===== src/sdmi_pkg.sv =====
`default_nettype none
package sdmi_pkg;
  // Byte addresses of the software registers
  localparam logic [7:0] SDMI_ADDR_CTRL   = 8'h00;
  localparam logic [7:0] SDMI_ADDR_STATUS = 8'h04;
  localparam logic [7:0] SDMI_ADDR_IRQ    = 8'h08;
  localparam logic [7:0] SDMI_ADDR_MASK   = 8'h0C;
  localparam logic [7:0] SDMI_ADDR_POS    = 8'h10;

  // Control register fields
  localparam int SDMI_CTRL_RES_LSB   = 0;
  localparam int SDMI_CTRL_RES_W     = 3;
  localparam int SDMI_CTRL_BOOST_BIT = 3;
  localparam int SDMI_CTRL_RSTJ_BIT  = 4;
  localparam int SDMI_CTRL_INV_BIT   = 5;
  localparam int SDMI_CTRL_CLR_BIT   = 6;
  localparam logic [31:0] SDMI_CTRL_RESET = 32'h0000_0001;

  // Interrupt bits
  localparam int SDMI_IRQ_ZERO = 0;
  localparam int SDMI_IRQ_SUP  = 1;
  localparam int SDMI_IRQ_TEMP = 2;
  localparam int SDMI_IRQ_OC   = 3;
  localparam int SDMI_IRQ_W    = 4;

  // Resolution codes
  localparam logic [2:0] SDMI_RES_FULL    = 3'h0;
  localparam logic [2:0] SDMI_RES_HALF    = 3'h1;
  localparam logic [2:0] SDMI_RES_QUARTER = 3'h2;
  localparam logic [2:0] SDMI_RES_FIFTH   = 3'h3;
  localparam logic [2:0] SDMI_RES_TENTH   = 3'h4;
  localparam logic [2:0] SDMI_RES_TWENT   = 3'h5;

  // Step pulse timing from the controller
  localparam int SDMI_CLK_HZ      = 25_000_000;
  localparam int SDMI_STEP_MAX_HZ = 500_000;
  localparam int SDMI_PULSE_NS    = 1000;
  localparam int SDMI_PULSE_CYC   =
    (SDMI_PULSE_NS * (SDMI_CLK_HZ / 1_000_000) + 999) / 1000;

  // Length of the basic position low pulse in cycles
  localparam logic [3:0] SDMI_ZERO_CYC = 4'h4;
  localparam logic [6:0] SDMI_POS_W1   = 7'h01;

  typedef logic [1:0] sdmi_sync_t;
endpackage
`default_nettype wire


===== src/sdmi_sync_if.sv =====
`default_nettype none
interface sdmi_sync_if;
  logic [6:0] raw;
  logic [6:0] sync;
  modport sync_side (input raw, output sync);
  modport user_side (output raw, input sync);
endinterface
`default_nettype wire


===== src/sdmi_sync.sv =====
`default_nettype none
module sdmi_sync
(
  input  wire logic  aclk,
  input  wire logic  aresetn,
  sdmi_sync_if.sync_side s
);
  import sdmi_pkg::*;

  typedef struct packed
  {
    logic [6:0] meta;
    logic [6:0] sync;
  } sdmi_sync_st_t;

  sdmi_sync_st_t st_r;
  sdmi_sync_st_t st_nxt;

  always_comb
  begin
    st_nxt      = st_r;
    st_nxt.meta = s.raw;
    st_nxt.sync = st_r.meta;
  end

  always_ff @(posedge aclk)
  begin
    if (!aresetn)
      st_r <= '0;
    else
      st_r <= st_nxt;
  end

  assign s.sync = st_r.sync;
endmodule
`default_nettype wire


===== src/sdmi_top.sv =====
// The implementer's own choices: the AXI4-Lite register port and the register addresses.
`default_nettype none
// How it works
// RULE1: One step on every falling step edge; rising edges do nothing.
// RULE2: Controller keeps steps at or below 500 kHz, pulses at least 1 us.
// RULE3: An input counts as asserted while its opto input is high.
// RULE4: Direction asserted turns against the preferred direction.
// RULE5: Boost asserted raises run and standstill current by 30 percent.
// RULE6: A switch bit forces boost on permanently.
// RULE7: Phase current flows only while enable is asserted.
// RULE8: Reset input acts only with the jumper set; it clears the counter.
// RULE9: Each accepted reset pulses the basic position output.
// RULE10: Basic position goes low at each counter zero crossing, else high.
// RULE11: Full, half, quarter step zero every 4, 8, 16 pulses.
// RULE12: Fifth, tenth, twentieth step zero every 20, 40, 80 pulses.
// RULE13: Any supply, temperature or current fault shuts the stage down.
// RULE14: Overtemperature shuts the stage down and lights the red lamp.
// RULE15: A switch selects resolution full, 1/2, 1/4, 1/5, 1/10 or 1/20.
// RULE16: Supply fault releases the error output and disables the drive.
// RULE17: Counter moves one position per step, by direction, wraps at modulus.
// RULE18: Steps during a fault are not executed until the fault clears; the code drops them instead of queueing them.
module sdmi_top
(
  input  wire logic        aclk,
  input  wire logic        aresetn,
  input  wire logic [31:0] s_axi_awaddr,
  input  wire logic        s_axi_awvalid,
  output logic             s_axi_awready,
  input  wire logic [31:0] s_axi_wdata,
  input  wire logic [3:0]  s_axi_wstrb,
  input  wire logic        s_axi_wvalid,
  output logic             s_axi_wready,
  output logic [1:0]       s_axi_bresp,
  output logic             s_axi_bvalid,
  input  wire logic        s_axi_bready,
  input  wire logic [31:0] s_axi_araddr,
  input  wire logic        s_axi_arvalid,
  output logic             s_axi_arready,
  output logic [31:0]      s_axi_rdata,
  output logic [1:0]       s_axi_rresp,
  output logic             s_axi_rvalid,
  input  wire logic        s_axi_rready,
  input  wire logic        step_in,
  input  wire logic        dir_in,
  input  wire logic        boost_in,
  input  wire logic        enable_in,
  input  wire logic        reset_in,
  input  wire logic        fault_supply,
  input  wire logic        fault_temp,
  input  wire logic        fault_current,
  output logic             pos_zero_n,
  output logic             err_out_oe,
  output logic             temp_led,
  output logic             drive_on,
  output logic             boost_on,
  output logic             dir_reverse,
  output logic             irq
);
  import sdmi_pkg::*;

  ////////////////////////////////////////////////////////////////////////
  // Pin synchronisers

  sdmi_sync_if sif ();

  assign sif.raw = {fault_current, fault_temp, fault_supply, reset_in,
                    enable_in, boost_in, step_in};

  sdmi_sync u_sync
  (
    .aclk    (aclk),
    .aresetn (aresetn),
    .s       (sif.sync_side)
  );

  logic step_s;
  logic boost_s;
  logic en_s;
  logic rst_s;
  logic f_sup;
  logic f_tmp;
  logic f_oc;

  // RULE3
  assign {f_oc, f_tmp, f_sup, rst_s, en_s, boost_s, step_s} = sif.sync;

  ////////////////////////////////////////////////////////////////////////
  // State

  typedef enum logic [2:0]
  {
    ST_RUN   = 3'h1,
    ST_FAULT = 3'h2,
    ST_RESET = 3'h4
  } sdmi_state_t;

  typedef struct packed
  {
    sdmi_state_t      state;
    logic             step_d;
    logic [1:0]       dir_m;
    logic             dir_s;
    logic [6:0]       pos;
    logic [3:0]       zero_cnt;
    logic [31:0]      ctrl;
    logic [SDMI_IRQ_W-1:0] stat;
    logic [SDMI_IRQ_W-1:0] mask;
    logic             awdone;
    logic             wdone;
    logic [7:0]       awaddr;
    logic [31:0]      wdata;
    logic [3:0]       wstrb;
    logic             bvalid;
    logic [1:0]       bresp;
    logic             rvalid;
    logic [31:0]      rdata;
    logic [1:0]       rresp;
  } sdmi_st_t;

  sdmi_st_t st_r;
  sdmi_st_t st_nxt;

  function automatic logic [6:0] modulus(input logic [2:0] res);
    case (res)
      SDMI_RES_FULL:    modulus = 7'h04; // RULE11
      SDMI_RES_HALF:    modulus = 7'h08; // RULE11
      SDMI_RES_QUARTER: modulus = 7'h10; // RULE11
      SDMI_RES_FIFTH:   modulus = 7'h14; // RULE12
      SDMI_RES_TENTH:   modulus = 7'h28; // RULE12
      default:          modulus = 7'h50; // RULE12
    endcase
  endfunction

  function automatic logic [31:0] merge(input logic [31:0] old,
                                        input logic [31:0] val,
                                        input logic [3:0]  be);
    logic [31:0] r;
    r = old;
    for (int i = 0; i < 4; i++)
      if (be[i])
        r[i*8 +: 8] = val[i*8 +: 8];
    merge = r;
  endfunction

  logic [2:0]  res;
  logic [6:0]  modv;
  logic        fault_any;
  logic        step_fall;
  logic        rst_take;
  logic [SDMI_IRQ_W-1:0] ev;
  logic [31:0] rd_val;
  logic        rd_ok;

  assign res       = st_r.ctrl[SDMI_CTRL_RES_LSB +: SDMI_CTRL_RES_W]; // RULE15
  assign modv      = modulus(res);
  assign fault_any = f_sup | f_tmp | f_oc;
  assign step_fall = st_r.step_d & ~step_s; // RULE1
  assign rst_take  = rst_s & st_r.ctrl[SDMI_CTRL_RSTJ_BIT]; // RULE8

  always_comb
  begin
    rd_val = 32'h0000_0000;
    rd_ok  = 1'b1;
    if (s_axi_araddr[7:0] == SDMI_ADDR_CTRL)
      rd_val = st_r.ctrl;
    else if (s_axi_araddr[7:0] == SDMI_ADDR_STATUS)
      rd_val = {28'h0, fault_any, st_r.state};
    else if (s_axi_araddr[7:0] == SDMI_ADDR_IRQ)
      rd_val = {28'h0, st_r.stat};
    else if (s_axi_araddr[7:0] == SDMI_ADDR_MASK)
      rd_val = {28'h0, st_r.mask};
    else if (s_axi_araddr[7:0] == SDMI_ADDR_POS)
      rd_val = {25'h0, st_r.pos};
    else
      rd_ok = 1'b0;
  end

  ////////////////////////////////////////////////////////////////////////
  // Next state

  always_comb
  begin
    st_nxt        = st_r;
    ev            = '0;
    st_nxt.step_d = step_s;
    st_nxt.dir_m  = {st_r.dir_m[0], dir_in};
    st_nxt.dir_s  = st_r.dir_m[1];
    if (st_r.zero_cnt != 4'h0)
      st_nxt.zero_cnt = st_r.zero_cnt - 4'h1;

    case (st_r.state)
      ST_RUN:
      begin
        if (rst_take)
        begin
          // Clear at once so the zero pulse starts with the reset
          st_nxt.state    = ST_RESET;
          st_nxt.pos      = 7'h00; // RULE8
          st_nxt.zero_cnt = SDMI_ZERO_CYC; // RULE9
        end
        else if (fault_any)
          st_nxt.state = ST_FAULT; // RULE13
        else if (step_fall) // RULE1
        begin
          // RULE17
          if (!st_r.dir_s)
            st_nxt.pos = (st_r.pos + SDMI_POS_W1 >= modv) ?
                         7'h00 : st_r.pos + SDMI_POS_W1;
          else
            st_nxt.pos = (st_r.pos == 7'h00) ?
                         modv - SDMI_POS_W1 : st_r.pos - SDMI_POS_W1;
          if (st_nxt.pos == 7'h00)
          begin
            st_nxt.zero_cnt = SDMI_ZERO_CYC; // RULE10
            ev[SDMI_IRQ_ZERO] = 1'b1;
          end
        end
      end
      ST_FAULT:
      begin
        // Steps seen here are dropped, not queued
        if (rst_take)
        begin
          st_nxt.state    = ST_RESET;
          st_nxt.pos      = 7'h00; // RULE8
          st_nxt.zero_cnt = SDMI_ZERO_CYC; // RULE9
        end
        else if (!fault_any)
          st_nxt.state = ST_RUN; // RULE18
      end
      ST_RESET:
      begin
        st_nxt.pos      = 7'h00; // RULE8
        st_nxt.zero_cnt = SDMI_ZERO_CYC; // RULE9
        if (!rst_take)
        begin
          ev[SDMI_IRQ_ZERO] = 1'b1;
          st_nxt.state = fault_any ? ST_FAULT : ST_RUN;
        end
      end
      default:
        st_nxt.state = ST_RUN;
    endcase

    ev[SDMI_IRQ_SUP]  = f_sup;
    ev[SDMI_IRQ_TEMP] = f_tmp;
    ev[SDMI_IRQ_OC]   = f_oc;

    // Bus write channel
    st_nxt.bvalid = st_r.bvalid & ~s_axi_bready;
    if (s_axi_awvalid && !st_r.awdone)
    begin
      st_nxt.awdone = 1'b1;
      st_nxt.awaddr = s_axi_awaddr[7:0];
    end
    if (s_axi_wvalid && !st_r.wdone)
    begin
      st_nxt.wdone = 1'b1;
      st_nxt.wdata = s_axi_wdata;
      st_nxt.wstrb = s_axi_wstrb;
    end
    if (st_r.awdone && st_r.wdone && !st_r.bvalid)
    begin
      st_nxt.awdone = 1'b0;
      st_nxt.wdone  = 1'b0;
      st_nxt.bvalid = 1'b1;
      st_nxt.bresp  = 2'b00;
      if (st_r.awaddr == SDMI_ADDR_CTRL)
        st_nxt.ctrl = merge(st_r.ctrl, st_r.wdata, st_r.wstrb);
      else if (st_r.awaddr == SDMI_ADDR_IRQ)
        st_nxt.stat = st_r.stat & ~(st_r.wdata[SDMI_IRQ_W-1:0]
                      & {SDMI_IRQ_W{st_r.wstrb[0]}});
      else if (st_r.awaddr == SDMI_ADDR_MASK)
      begin
        if (st_r.wstrb[0])
          st_nxt.mask = st_r.wdata[SDMI_IRQ_W-1:0];
      end
      else if (st_r.awaddr != SDMI_ADDR_STATUS &&
               st_r.awaddr != SDMI_ADDR_POS)
        st_nxt.bresp = 2'b10;
    end
    // Set wins over a clear in the same cycle
    st_nxt.stat = st_nxt.stat | ev;

    // Bus read channel
    st_nxt.rvalid = st_r.rvalid & ~s_axi_rready;
    if (s_axi_arvalid && !st_r.rvalid)
    begin
      st_nxt.rvalid = 1'b1;
      st_nxt.rdata  = rd_val;
      st_nxt.rresp  = rd_ok ? 2'b00 : 2'b10;
    end
  end

  always_ff @(posedge aclk)
  begin
    if (!aresetn)
    begin
      st_r       <= '0;
      st_r.state <= ST_RUN;
      st_r.ctrl  <= SDMI_CTRL_RESET;
    end
    else
      st_r <= st_nxt;
  end

  ////////////////////////////////////////////////////////////////////////
  // Outputs

  assign s_axi_awready = ~st_r.awdone;
  assign s_axi_wready  = ~st_r.wdone;
  assign s_axi_bvalid  = st_r.bvalid;
  assign s_axi_bresp   = st_r.bresp;
  assign s_axi_arready = ~st_r.rvalid;
  assign s_axi_rvalid  = st_r.rvalid;
  assign s_axi_rdata   = st_r.rdata;
  assign s_axi_rresp   = st_r.rresp;

  assign pos_zero_n  = (st_r.zero_cnt == 4'h0); // RULE10
  assign err_out_oe  = ~f_sup; // RULE16
  assign temp_led    = f_tmp; // RULE14
  // Current only while enabled, running and fault free
  assign drive_on    = en_s & (st_r.state == ST_RUN) & ~fault_any; // RULE7
  assign boost_on    = boost_s | st_r.ctrl[SDMI_CTRL_BOOST_BIT]; // RULE5 RULE6
  assign dir_reverse = st_r.dir_s ^ st_r.ctrl[SDMI_CTRL_INV_BIT]; // RULE4
  assign irq         = |(st_r.stat & st_r.mask);

  ////////////////////////////////////////////////////////////////////////
  // Checks

  AST_FALL_ONLY: assert property (@(posedge aclk) disable iff (!aresetn)
    (st_r.state == ST_RUN && !rst_take && !fault_any && !step_fall)
    |=> st_r.pos == $past(st_r.pos)) // RULE1
    else $error("Counter moved without a falling step edge");

  AST_FAULT_OFF: assert property (@(posedge aclk) disable iff (!aresetn)
    fault_any |-> !drive_on) // RULE13
    else $error("Drive on during a fault");

  AST_TEMP_LED: assert property (@(posedge aclk) disable iff (!aresetn)
    f_tmp |-> temp_led && !drive_on) // RULE14
    else $error("Overtemperature not shown");

  AST_SUP_ERR: assert property (@(posedge aclk) disable iff (!aresetn)
    f_sup |-> !err_out_oe && !drive_on) // RULE16
    else $error("Supply fault not released");

  AST_EN_OFF: assert property (@(posedge aclk) disable iff (!aresetn)
    !en_s |-> !drive_on) // RULE7
    else $error("Drive on while disabled");

  AST_RESET_ZERO: assert property (@(posedge aclk) disable iff (!aresetn)
    rst_take |=> st_r.pos == 7'h00 && !pos_zero_n) // RULE8 RULE9
    else $error("Reset did not clear counter");

  AST_WRAP: assert property (@(posedge aclk) disable iff (!aresetn)
    st_r.pos < modv || $changed(res)) // RULE11 RULE12 RULE17
    else $error("Counter beyond modulus");

  AST_NO_FAULT_STEP: assert property (@(posedge aclk) disable iff (!aresetn)
    st_r.state == ST_FAULT && !rst_take
    |=> st_r.pos == $past(st_r.pos)) // RULE18
    else $error("Step taken during fault");

  AST_BOOST: assert property (@(posedge aclk) disable iff (!aresetn)
    st_r.ctrl[SDMI_CTRL_BOOST_BIT] |-> boost_on) // RULE6
    else $error("Forced boost missing");

  AST_DIR: assert property (@(posedge aclk) disable iff (!aresetn)
    !st_r.ctrl[SDMI_CTRL_INV_BIT] |-> dir_reverse == st_r.dir_s) // RULE4
    else $error("Direction output wrong");
endmodule
`default_nettype wire


===== config.mk =====
export PLATFORM = sky130hd
export DESIGN_NAME = sdmi_top
export DESIGN_NICKNAME = d
export VERILOG_FILES = /design/src/sdmi_pkg.sv /design/src/sdmi_sync_if.sv /design/src/sdmi_sync.sv /design/src/sdmi_top.sv
export SDC_FILE = /design/constraint.sdc
export NUM_CORES = 1
export LEC_CHECK = 0
export ABC_AREA = 0
export BUFFER_PORTS_ARGS = -buffer_cell sky130_fd_sc_hd__buf_2
export CAP_MARGIN = 20
export CORE_ASPECT_RATIO = 1.25
export CORE_MARGIN = 3
export CORE_UTILIZATION = 33
export CTS_BUF_LIST = sky130_fd_sc_hd__clkbuf_16
export DETAILED_ROUTE_END_ITERATION = 7
export PLACE_DENSITY_LB_ADDON = 0.15
export SLEW_MARGIN = 40
export SYNTH_ARGS = -nofsm -noshare
export SYNTH_HDL_FRONTEND = slang
export SYNTH_SLANG_ARGS = --single-unit

===== constraint.sdc =====
create_clock -name aclk -period 3.24 [get_ports aclk]
set_input_delay 0.486 -clock aclk [delete_from_list [all_inputs] [get_ports aclk]]
set_output_delay 0.486 -clock aclk [all_outputs]
set_load 0.02 [all_outputs]

==> impl_metrics.json, run 1 <==
{
  "synthTopCellsByArea": "dfxtp_1 (45%), nand2_1 (8.6%), a21boi_0 (6.9%)",
  "use_met2_pct": 26.9,
  "syn_to_final_growth_pct": 18.5,
  "grt_pass1_vias": 5296,
  "netlist_instances": 791,
  "htree_num_levels": 4,
  "ys_seq_elements": 154,
  "final_area_um2": 8170,
  "setup_slack_ns": 0.231,
  "cts_tree": "built",
  "drc_errors": 0,
  "slew_headroom_pct": 56.4,
  "ir_drop_uv": 349,
  "wl_per_cell_um": 15.2,
  "synth_area_leader_cell": "dfxtp_1",
  "synth_edf_count": 0,
  "worst_pin_slew_ns": 0.654,
  "grt_busiest_layer": "met2",
  "start_util_pct": 33.9,
  "slowest_delay_ns": 0.56,
  "die_y_um": 168,
  "hp-class": "in -> reg",
  "async_reset_ff_share_pct": 0,
  "grt_use_met1_pct": 19.0,
  "first_pass_iters": 4,
  "yosys.area.top_type_share_pct": 44.7,
  "whs_ns": 0.271,
  "grt_usage_pct": 15.7,
  "slew_viol_final": 0,
  "seq_power_share_pct": 44.4,
  "end_kind": "flip-flop",
  "timing.final.crit_share_pct": 92.9,
  "setup_viol": 0,
  "io_pins": 163,
  "p_leak_nw": 3.32,
  "cp_data_required_time_ns": 3.55,
  "grt_max_degree": 67,
  "grt_setup_unrepaired": "no",
  "maxCapViolCount": 0,
  "globalplace.congestion": 0.901,
  "mostFrequentLayoutCells": "nand2_1 (158), dfxtp_1 (154), buf_2 (111)",
  "grt_pass1_wl_mm": 28.1,
  "syn_avg_cell_area_um2": 8.72,
  "cts_made_buffers": 17,
  "placed_cell_area_um2": 7550,
  "yosysSeqAreaShare_pct": 44.7,
  "pwr-share-comb_pct": 9.2,
  "antenna_left": 0,
  "num_vias": 5373,
  "start_kind": "flip-flop",
  "die_x_um": 135,
  "ys_warn_count": 0,
  "drt_iter0_drc": 258,
  "via_per_inst": 4.70,
  "swShare_pct": 26.3,
  "finalSetupTns_ns": 0,
  "final_common_cell": "nand2_1",
  "core_um2": 20300,
  "p_switching_w": 0.00119,
  "met3_usage_pct": 3.94,
  "power_density_nw_per_um2": 553,
  "final_net_count": 984,
  "crit_buf_inv": 0,
  "antenna_found_initial": 2,
  "dp_slack_ns": 0.258,
  "diodes": 0,
  "drive_gt1_share_pct": 21.0,
  "crit_arrival_ns": 3.32,
  "path_cells": "and3_1 -> nand3_1 -> xnor2_1 -> ha_1 -> or4_1 -> o21ai_1 -> a32oi_1 -> and4b_4 -> a32o_2 -> o21a_1",
  "worstPathMaxFanout": 10,
  "skew_ns": 0.00952,
  "drt-total-wl_mm": 17.3,
  "overflow": 0,
  "dp_hpwl_mm": 12.3,
  "synthDistinctLibCells": 56,
  "fmax_mhz": 332,
  "pwr-share-clk_pct": 46.3,
  "cp_slowest_cell": "dfxtp_1",
  "postCtsHoldBufs": 0,
  "synth_flop_cell": "dfxtp_1",
  "cts_resized": 0,
  "clk_latency_ns": 0.42,
  "clockBufferDepth": 2,
  "status": "finished clean",
  "netlist_area_um2": 6890,
  "numClockSinks": 154,
  "port_buffers": 112,
  "crit_family": "simple AND/OR/NAND/NOR gates",
  "root_buffer": "clkbuf_16",
  "worstSetupPathType": "reg -> reg",
  "min_period_ns": 3.01,
  "dieArea_um2": 22700,
  "final_hold_viol_count": 0,
  "internal_power_w": 0.00333,
  "path_clk_slew_ns": 0.07,
  "rows": 58,
  "post_cts_buffers": 0
}
[power by group through the flow]
stage          clock [W]  combinational [W]  sequential [W]
6_report         0.00209           0.000418         0.00201
5_1_grt          0.00224           0.000469         0.00202
4_1_cts          0.00216           0.000428         0.00201
3_5_place_dp           0           0.000426         0.00205
3_3_place_gp           0           0.000415         0.00205
2_1_floorplan          0           0.000285         0.00204
[cell usage after synthesis, types with 5 or more instances]
| master | n |
|---|---|
| a21boi_0 | 63 |
| ha_1 | 9 |
| buf_4 | 38 |
| a21oi_1 | 17 |
| mux2i_1 | 26 |
| dfxtp_1 | 154 |
| o21ai_0 | 20 |
| nor2_1 | 25 |
| nand2b_1 | 8 |
| a22oi_1 | 32 |
| buf_2 | 7 |
| o211a_1 | 5 |
| nor3_1 | 12 |
| xnor2_1 | 5 |
| inv_1 | 15 |
| and2_1 | 30 |
| nand2_1 | 158 |
| clkbuf_1 | 39 |
| xor2_1 | 7 |
| nor2b_1 | 58 |
[path summary, 6_finish.rpt]
check	cells after the start	slack, ns	end	startpoint
worst max-delay path	10	0.23	st_r[126]	st_r[130]
worst min-delay path	2	0.27	u_sync.st_nxt[2]	enable_in
worst max register to register	10	0.23	st_r[126]	st_r[130]
worst min register to register	1	0.43	u_sync.s.sync[2]	u_sync.st_nxt[2]
[metrics by stage]
| step | instances | total power, W | util [%] |
|---|---|---|---|
| finish | 1143 | 0.00452 | 40.2 |
| global route | 1143 | 0.00473 | 40.2 |
| CTS | 1143 | 0.00460 | 40.2 |
| detailed placement | 1111 | 0.00248 | 37.1 |
| global placement | 1109 | 0.00247 | 36.9 |
| floorplan | 792 | 0.00233 | - |
[kinds of logic after synthesis]
family | synth area share, %
fa+ha+maj | 1.63
compound gates | 16.1
simple gates | 23.5
flops | 44.7
mux | 4.75
buf+inv | 7.75
xor+xnor | 1.52
other cells | 0.0544
[worst reg2reg max path, cell delays in order (launching register included)]
cell,delay [ns]
dfxtp_1,0.56
and3_1,0.25
nand3_1,0.10
xnor2_1,0.18
ha_1,0.21
or4_1,0.50
o21ai_1,0.23
a32oi_1,0.13
and4b_4,0.26
a32o_2,0.30
o21a_1,0.19
[metal layers]
layer  wire length, um  part of all wire, %  vias to the layer above
li1                  -                    -                     2771
met4               235                  1.4                        4
met1              7610                   44                     2479
met3               784                  4.5                       17
met2              8670                   50                      102
met5                21                 0.12                        -
[sequential cells by signal, summed over array words and instances, names as in the netlist]
signal         cells
st_nxt             2
s_axi_bvalid       1
u_sync.st_nxt      7
s_axi_rvalid       1
s_axi_bresp        1
s_axi_rresp        1
st_r              99
u_sync.s.sync      7
s_axi_rdata       32
res                3
[final cells by class]
cell class,instances,area (um^2)
Clock inverter,15,196
Inverter,15,56.3
Fill cell,2107,12100
Sequential cell,154,3080
Multi-Input combinational cell,538,3290
Tap cell,270,338
Timing Repair Buffer,134,781
Clock buffer,17,425
Power figures use the tool's default switching activity.
==> run 2, diff against run 1 <==
Settings changed: ABC_AREA 0 to 1, CORE_UTILIZATION 33 to 48, SETUP_SLACK_MARGIN set to 0.4.
==> impl_metrics.json, run 2 <==
{
  "first_pass_iters": 4,
  "syn_to_final_growth_pct": 14.8,
  "num_vias": 5696,
  "yosysSeqAreaShare_pct": 45.8,
  "synth_flop_cell": "dfxtp_1",
  "reg2reg_from": "st_r[129]",
  "io_pins": 163,
  "die_y_um": 138,
  "path_cells": "ha_2 -> nand3_1 -> nor3_2 -> xor2_1 -> ha_1 -> nand3_1 -> or2_2 -> and3_1 -> nand3_1 -> nand3b_1 -> nor2_2 -> nand3_2 -> nand2_2 -> a21oi_1",
  "final_hold_viol_count": 0,
  "crit_buf_inv": 0,
  "timing.final.crit_share_pct": 82.6,
  "ys_seq_elements": 154,
  "post-route-util_pct": 57.4,
  "port_buffers": 112,
  "crit_path_start": "st_r[129]",
  "yosys.area.top_type_share_pct": 45.8,
  "min-delay-start": "enable_in",
  "maxCapViolCount": 0,
  "slew_viol_final": 0,
  "grt_setup_unrepaired": "no",
  "path_clk_slew_ns": 0.06,
  "via_per_inst": 4.99,
  "power_density_nw_per_um2": 601,
  "p_total_w": 0.00465,
  "drt-total-wl_mm": 15.3,
  "diodes": 0,
  "multiInputGateArea_um2": 2780,
  "grt_pass1_wl_mm": 25.3,
  "whs_path_depth": 3,
  "ys_warn_count": 0,
  "worst_pin_slew_ns": 0.598,
  "reg2reg_depth": 14,
  "fillCellCount": 1297,
  "grt_busiest_layer": "met2",
  "final_net_count": 1083,
  "syn_avg_cell_area_um2": 7.54,
  "netlist_area_um2": 6740,
  "cp_slowest_cell": "dfxtp_2",
  "grt_use_met1_pct": 24.3,
  "synth_common_cells": "dfxtp_1 (154), a21oi_1 (124), o21ai_0 (123), nand2_1 (121), inv_1 (115)",
  "worst_path_most_repeated_cell": "nand3_1",
  "setup_viol": 0,
  "dieArea_um2": 15500,
  "finalNonFillerCells": 1141,
  "synthTopCellsByArea": "dfxtp_1 (46%), a21oi_1 (9.2%), o21ai_0 (9.1%)",
  "whs_endpoint": "u_sync.st_nxt[2]",
  "ir_drop_uv": 348,
  "met3_usage_pct": 5.64,
  "fmax_mhz": 374,
  "mostFrequentLayoutCells": "dfxtp_1 (150), a21oi_1 (124), o21ai_0 (123)",
  "die_x_um": 112,
  "hp-class": "in -> reg",
  "drc_errors": 0,
  "rows": 47,
  "cts_made_buffers": 17,
  "yosysMostFrequentCell": "dfxtp_1",
  "grt_max_degree": 66,
  "r2r_slack_ns": 0.56,
  "start_util_pct": 50.0,
  "dp.cells": 1111,
  "clk_latency_ns": 0.42,
  "end_kind": "flip-flop",
  "root_buffer": "clkbuf_16",
  "synth_edf_count": 0,
  "worstReg2RegEnd": "st_r[127]",
  "htree_num_levels": 4,
  "dp_slack_ns": 0.424,
  "seqCellArea_um2": 3090,
  "worstPathMaxFanout": 5,
  "overflow": 0,
  "wl_per_cell_um": 13.4,
  "synthDistinctLibCells": 41,
  "setup_slack_ns": 0.565,
  "synth_area_leader_cell": "dfxtp_1",
  "dp_hpwl_mm": 10.7,
  "grt_usage_pct": 19.8,
  "min_period_ns": 2.68,
  "final_common_cell": "dfxtp_1",
  "slew_headroom_pct": 60.1,
  "drive_gt1_share_pct": 19.3,
  "start_kind": "flip-flop",
  "async_reset_ff_share_pct": 0,
  "slowest_delay_ns": 0.37,
  "worstSetupPathType": "reg -> reg",
  "status": "finished clean",
  "use_met2_pct": 33.8,
  "p_leak_nw": 3.60,
  "core_um2": 13500,
  "cts_tree": "built",
  "netlist_instances": 893,
  "numClockSinks": 154,
  "antenna_found_initial": 1,
  "clockBufferDepth": 2,
  "antenna_left": 0,
  "cp_data_required_time_ns": 3.53,
  "regMostFlops": "st_r",
  "grt_pass1_vias": 5369,
  "drt_iter0_drc": 308,
  "crit_family": "simple AND/OR/NAND/NOR gates",
  "globalplace.congestion": 0.896,
  "skew_ns": 0.00660,
  "largest_reg_flops": 99,
  "crit_arrival_ns": 2.97,
  "finalSetupTns_ns": 0
}
run 2: cell count changes in the layout (fill, tap and decap cells not counted), moves of 56 or more:
cell      delta
inv_1      +100
nor2b_1     -56
a21boi_0    -63
o21ai_0    +103
a21oi_1    +107
run 2: where the power goes:
group          leakage (nW)  switching, W  internal, W  total [W]
registers              1.27     0.0000553      0.00202    0.00207
logic                  2.05      0.000419     0.000206   0.000625
clock network         0.284      0.000753      0.00120    0.00195
run 2: layout make-up:
type                       instances  area share, %
clock inverter                    13           1.99
clock buffer                      17           5.50
inverter                         119           5.81
tap                              171           2.77
multi-input combinational        548           36.0
timing repair buffer             119           7.97
sequential                       154           40.0
run 2: layer usage:
layer | up-vias | share of wire [%]
li1 | 3012 | -
met1 | 2557 | 45
met2 | 108 | 48
met3 | 17 | 5.8
met4 | 2 | 1.1
met5 | - | 0.085
run 2: how the worst max path moves through the flow:
stage | to | slack, ns | cells after the start
2_1_floorplan | st_r[124] | 0.71 | 14
3_3_place_gp | st_r[127] | 0.44 | 14
3_5_place_dp | st_r[124] | 0.42 | 14
4_1_cts | st_r[127] | 0.41 | 14
5_1_grt | st_r[127] | 0.41 | 14
6_report | st_r[127] | 0.56 | 14
run 2: logic make-up (layout without fill, tap and decap cells):
group / after synthesis / in the layout / synth area share (%)
buffers and inverters: 192 / 268 / 13.2
other: 1 / 2 / 0.0557
AOI/OAI and AO/OA: 268 / 268 / 20.6
adders and majority gates: 9 / 9 / 1.67
xor gates and xnor gates: 6 / 6 / 0.780
and+or+nand+nor: 263 / 263 / 17.9
DFF: 154 / 154 / 45.8
run 2: what timing repair did:
action,4_1_cts,5_1_grt
hold buffers,0,0
buffers inserted,0,0
endpoints found under the setup margin,0,5
gates resized for setup,0,7
run 2: metrics by stage:
| stage | hold slack, ns | area, um^2 |
|---|---|---|
| floorplan | 0.390 | 6740 |
| global route | 0.248 | 7730 |
| CTS | 0.231 | 7710 |
| finish | 0.248 | 7730 |
| global placement | 0.394 | 7130 |
| detailed placement | 0.404 | 7130 |
run 2: tightest hold or removal path, delay by kind of cell:
kind                   cells  cell delay, ns
buffers and inverters      2            0.11
AND/OR/NAND/NOR            1            0.04
==> run 3, diff against run 2 <==
Settings changed: CORE_UTILIZATION 48 to 54.
Clock period 3.24 ns to 2.6 ns, I/O delays scaled along.
==> impl_metrics.json, run 3 (synthesis gave the netlist of run 2 again) <==
{
  "syn_to_final_growth_pct": 18.9,
  "via_per_inst": 5.13,
  "worst_path_most_repeated_cell": "buf_4",
  "final_area_um2": 8010,
  "io_pins": 163,
  "placed_cell_area_um2": 7260,
  "rows": 45,
  "regMostFlops": "st_r",
  "maxCapViolCount": 0,
  "power_density_nw_per_um2": 714,
  "clockBufferDepth": 2,
  "worstReg2RegEnd": "st_r[125]",
  "num_vias": 5931,
  "largest_reg_flops": 99,
  "start_kind": "flip-flop",
  "fmax_mhz": 408,
  "core_um2": 12200,
  "dieArea_um2": 13900,
  "crit_arrival_ns": 2.75,
  "cp_slowest_cell": "dfxtp_4",
  "antenna_left": 0,
  "root_buffer": "clkbuf_16",
  "ir_drop_uv": 437,
  "final_hold_viol_count": 0,
  "first_pass_iters": 5,
  "finalNonFillerCells": 1157,
  "cts_made_buffers": 17,
  "grt_pass1_vias": 5410,
  "clk_latency_ns": 0.43,
  "worstSetupPathType": "reg -> reg",
  "final_net_count": 1104,
  "hp-class": "in -> reg",
  "grt_usage_pct": 22.9,
  "reg2reg_depth": 18,
  "antenna_found_initial": 1,
  "slowest_delay_ns": 0.37,
  "wl_met1_mm": 6.70,
  "status": "finished clean",
  "final_common_cell": "dfxtp_1",
  "path_clk_slew_ns": 0.07,
  "htree_num_levels": 4,
  "overflow": 0,
  "slew_viol_final": 0,
  "numClockSinks": 154,
  "highest_layer": "met5",
  "cp-endpoint": "st_r[125]",
  "die_x_um": 106,
  "cp_data_required_time_ns": 2.89,
  "cp.depth": 18,
  "worstPathMaxFanout": 3,
  "p_leak_nw": 3.75,
  "drt_iter0_drc": 281,
  "whs_ns": 0.150,
  "crit_family": "buffers and inverters",
  "r2r_slack_ns": 0.15,
  "min_period_ns": 2.45,
  "start_util_pct": 55.4,
  "path_cells": "ha_4 -> nand3_4 -> nor3_4 -> xor2_1 -> buf_4 -> buf_4 -> buf_4 -> buf_4 -> buf_4 -> buf_4 -> buf_4 -> buf_4 -> nand2_1 -> nand2_1 -> nand2_2 -> nand3_4 -> nand2_2 -> a21oi_1",
  "dp_hpwl_mm": 10.7,
  "drive_gt1_share_pct": 23.2,
  "grt_setup_unrepaired": "yes",
  "worst_pin_slew_ns": 0.607,
  "drt-total-wl_mm": 15.6,
  "cts_tree": "built",
  "crit_buf_inv": 8,
  "setup_viol": 0,
  "skew_ns": 0.0182,
  "crit_path_start": "st_r[128]",
  "wl_per_cell_um": 13.5,
  "drc_errors": 0,
  "diodes": 0,
  "timing.final.crit_share_pct": 94.4,
  "slew_headroom_pct": 59.4,
  "mostFrequentLayoutCells": "dfxtp_1 (149), o21ai_0 (122), a21oi_1 (119)",
  "wl_met2_mm": 7.74,
  "whs_path_depth": 3,
  "grt_pass1_wl_mm": 25.3,
  "reg2reg_from": "st_r[128]",
  "end_kind": "flip-flop",
  "wl_met3_um": 803,
  "finalSetupTns_ns": 0,
  "globalplace.congestion": 0.916,
  "die_y_um": 131,
  "port_buffers": 112,
  "dp.cells": 1111,
  "fillCellCount": 1120,
  "grt_max_degree": 63,
  "p_total_w": 0.00572
}
run 3: cell count changes in the layout (fill, tap and decap cells not counted), sizes merged:
cell	delta
buf	+21
bufinv	-3
clkinv	+1
clkinvlp	-2
inv	+6
run 3: final cells by class:
class / count / area [um^2] / area share (%)
repair buffers: 140 / 811 / 10.1
well taps: 164 / 205 / 2.56
clock inverters: 15 / 133 / 1.66
clock buffers: 17 / 425 / 5.31
inverters: 119 / 447 / 5.58
flip-flops and latches: 154 / 3100 / 38.7
multi-input cells: 548 / 2890 / 36.1
run 3: worst register-to-register path, cell delays in order, from the launching register on:
cell and delay, ns:
dfxtp_4 0.37, ha_4 0.15, nand3_4 0.08, nor3_4 0.13, xor2_1 0.11, buf_4 0.15, buf_4 0.12, buf_4 0.12
buf_4 0.12, buf_4 0.12, buf_4 0.12, buf_4 0.12, buf_4 0.12, nand2_1 0.06, nand2_1 0.08, nand2_2 0.12
nand3_4 0.10, nand2_2 0.09, a21oi_1 0.06
run 3: power by group:
part	switching, W	total, W	internal [W]	leakage, nW
Sequential	0.0000698	0.00258	0.00251	1.27
Clock	0.00105	0.00231	0.00126	0.276
Combinational	0.000548	0.000835	0.000288	2.21
Total	0.00167	0.00572	0.00405	3.75
run 3: worst min-delay path by stage:
stage | startpoint | to
global route | step_in | u_sync.st_nxt[0]
detailed placement | u_sync.st_nxt[2] | u_sync.s.sync[2]
CTS | step_in | u_sync.st_nxt[0]
finish | step_in | u_sync.st_nxt[0]
global placement | u_sync.st_nxt[6] | u_sync.s.sync[6]
floorplan | st_nxt[137] | st_nxt[135]
run 3: repair_timing:
item,in CTS,in global routing
hold endpoints to repair,0,0
hold buffers,0,0
setup buffers,13,1
gates resized for setup,7,11
endpoints found under the setup margin,11,12
pin swaps,10,4
run 3: layer usage:
| metal | up-vias | track usage, % |
|---|---|---|
| met5 | - | 0 |
| met2 | 141 | 39.5 |
| li1 | 3064 | - |
| met3 | 30 | 5.65 |
| met4 | 2 | 9.76 |
| met1 | 2694 | 27.5 |
run 3: metrics by stage:
stage	setup slack, ns	util (%)
6_report	0.146	65.9
5_1_grt	-0.0715	65.9
4_1_cts	0.162	65.5
3_5_place_dp	0.0605	59.7
3_3_place_gp	0.0908	59.7
2_1_floorplan	0.349	-
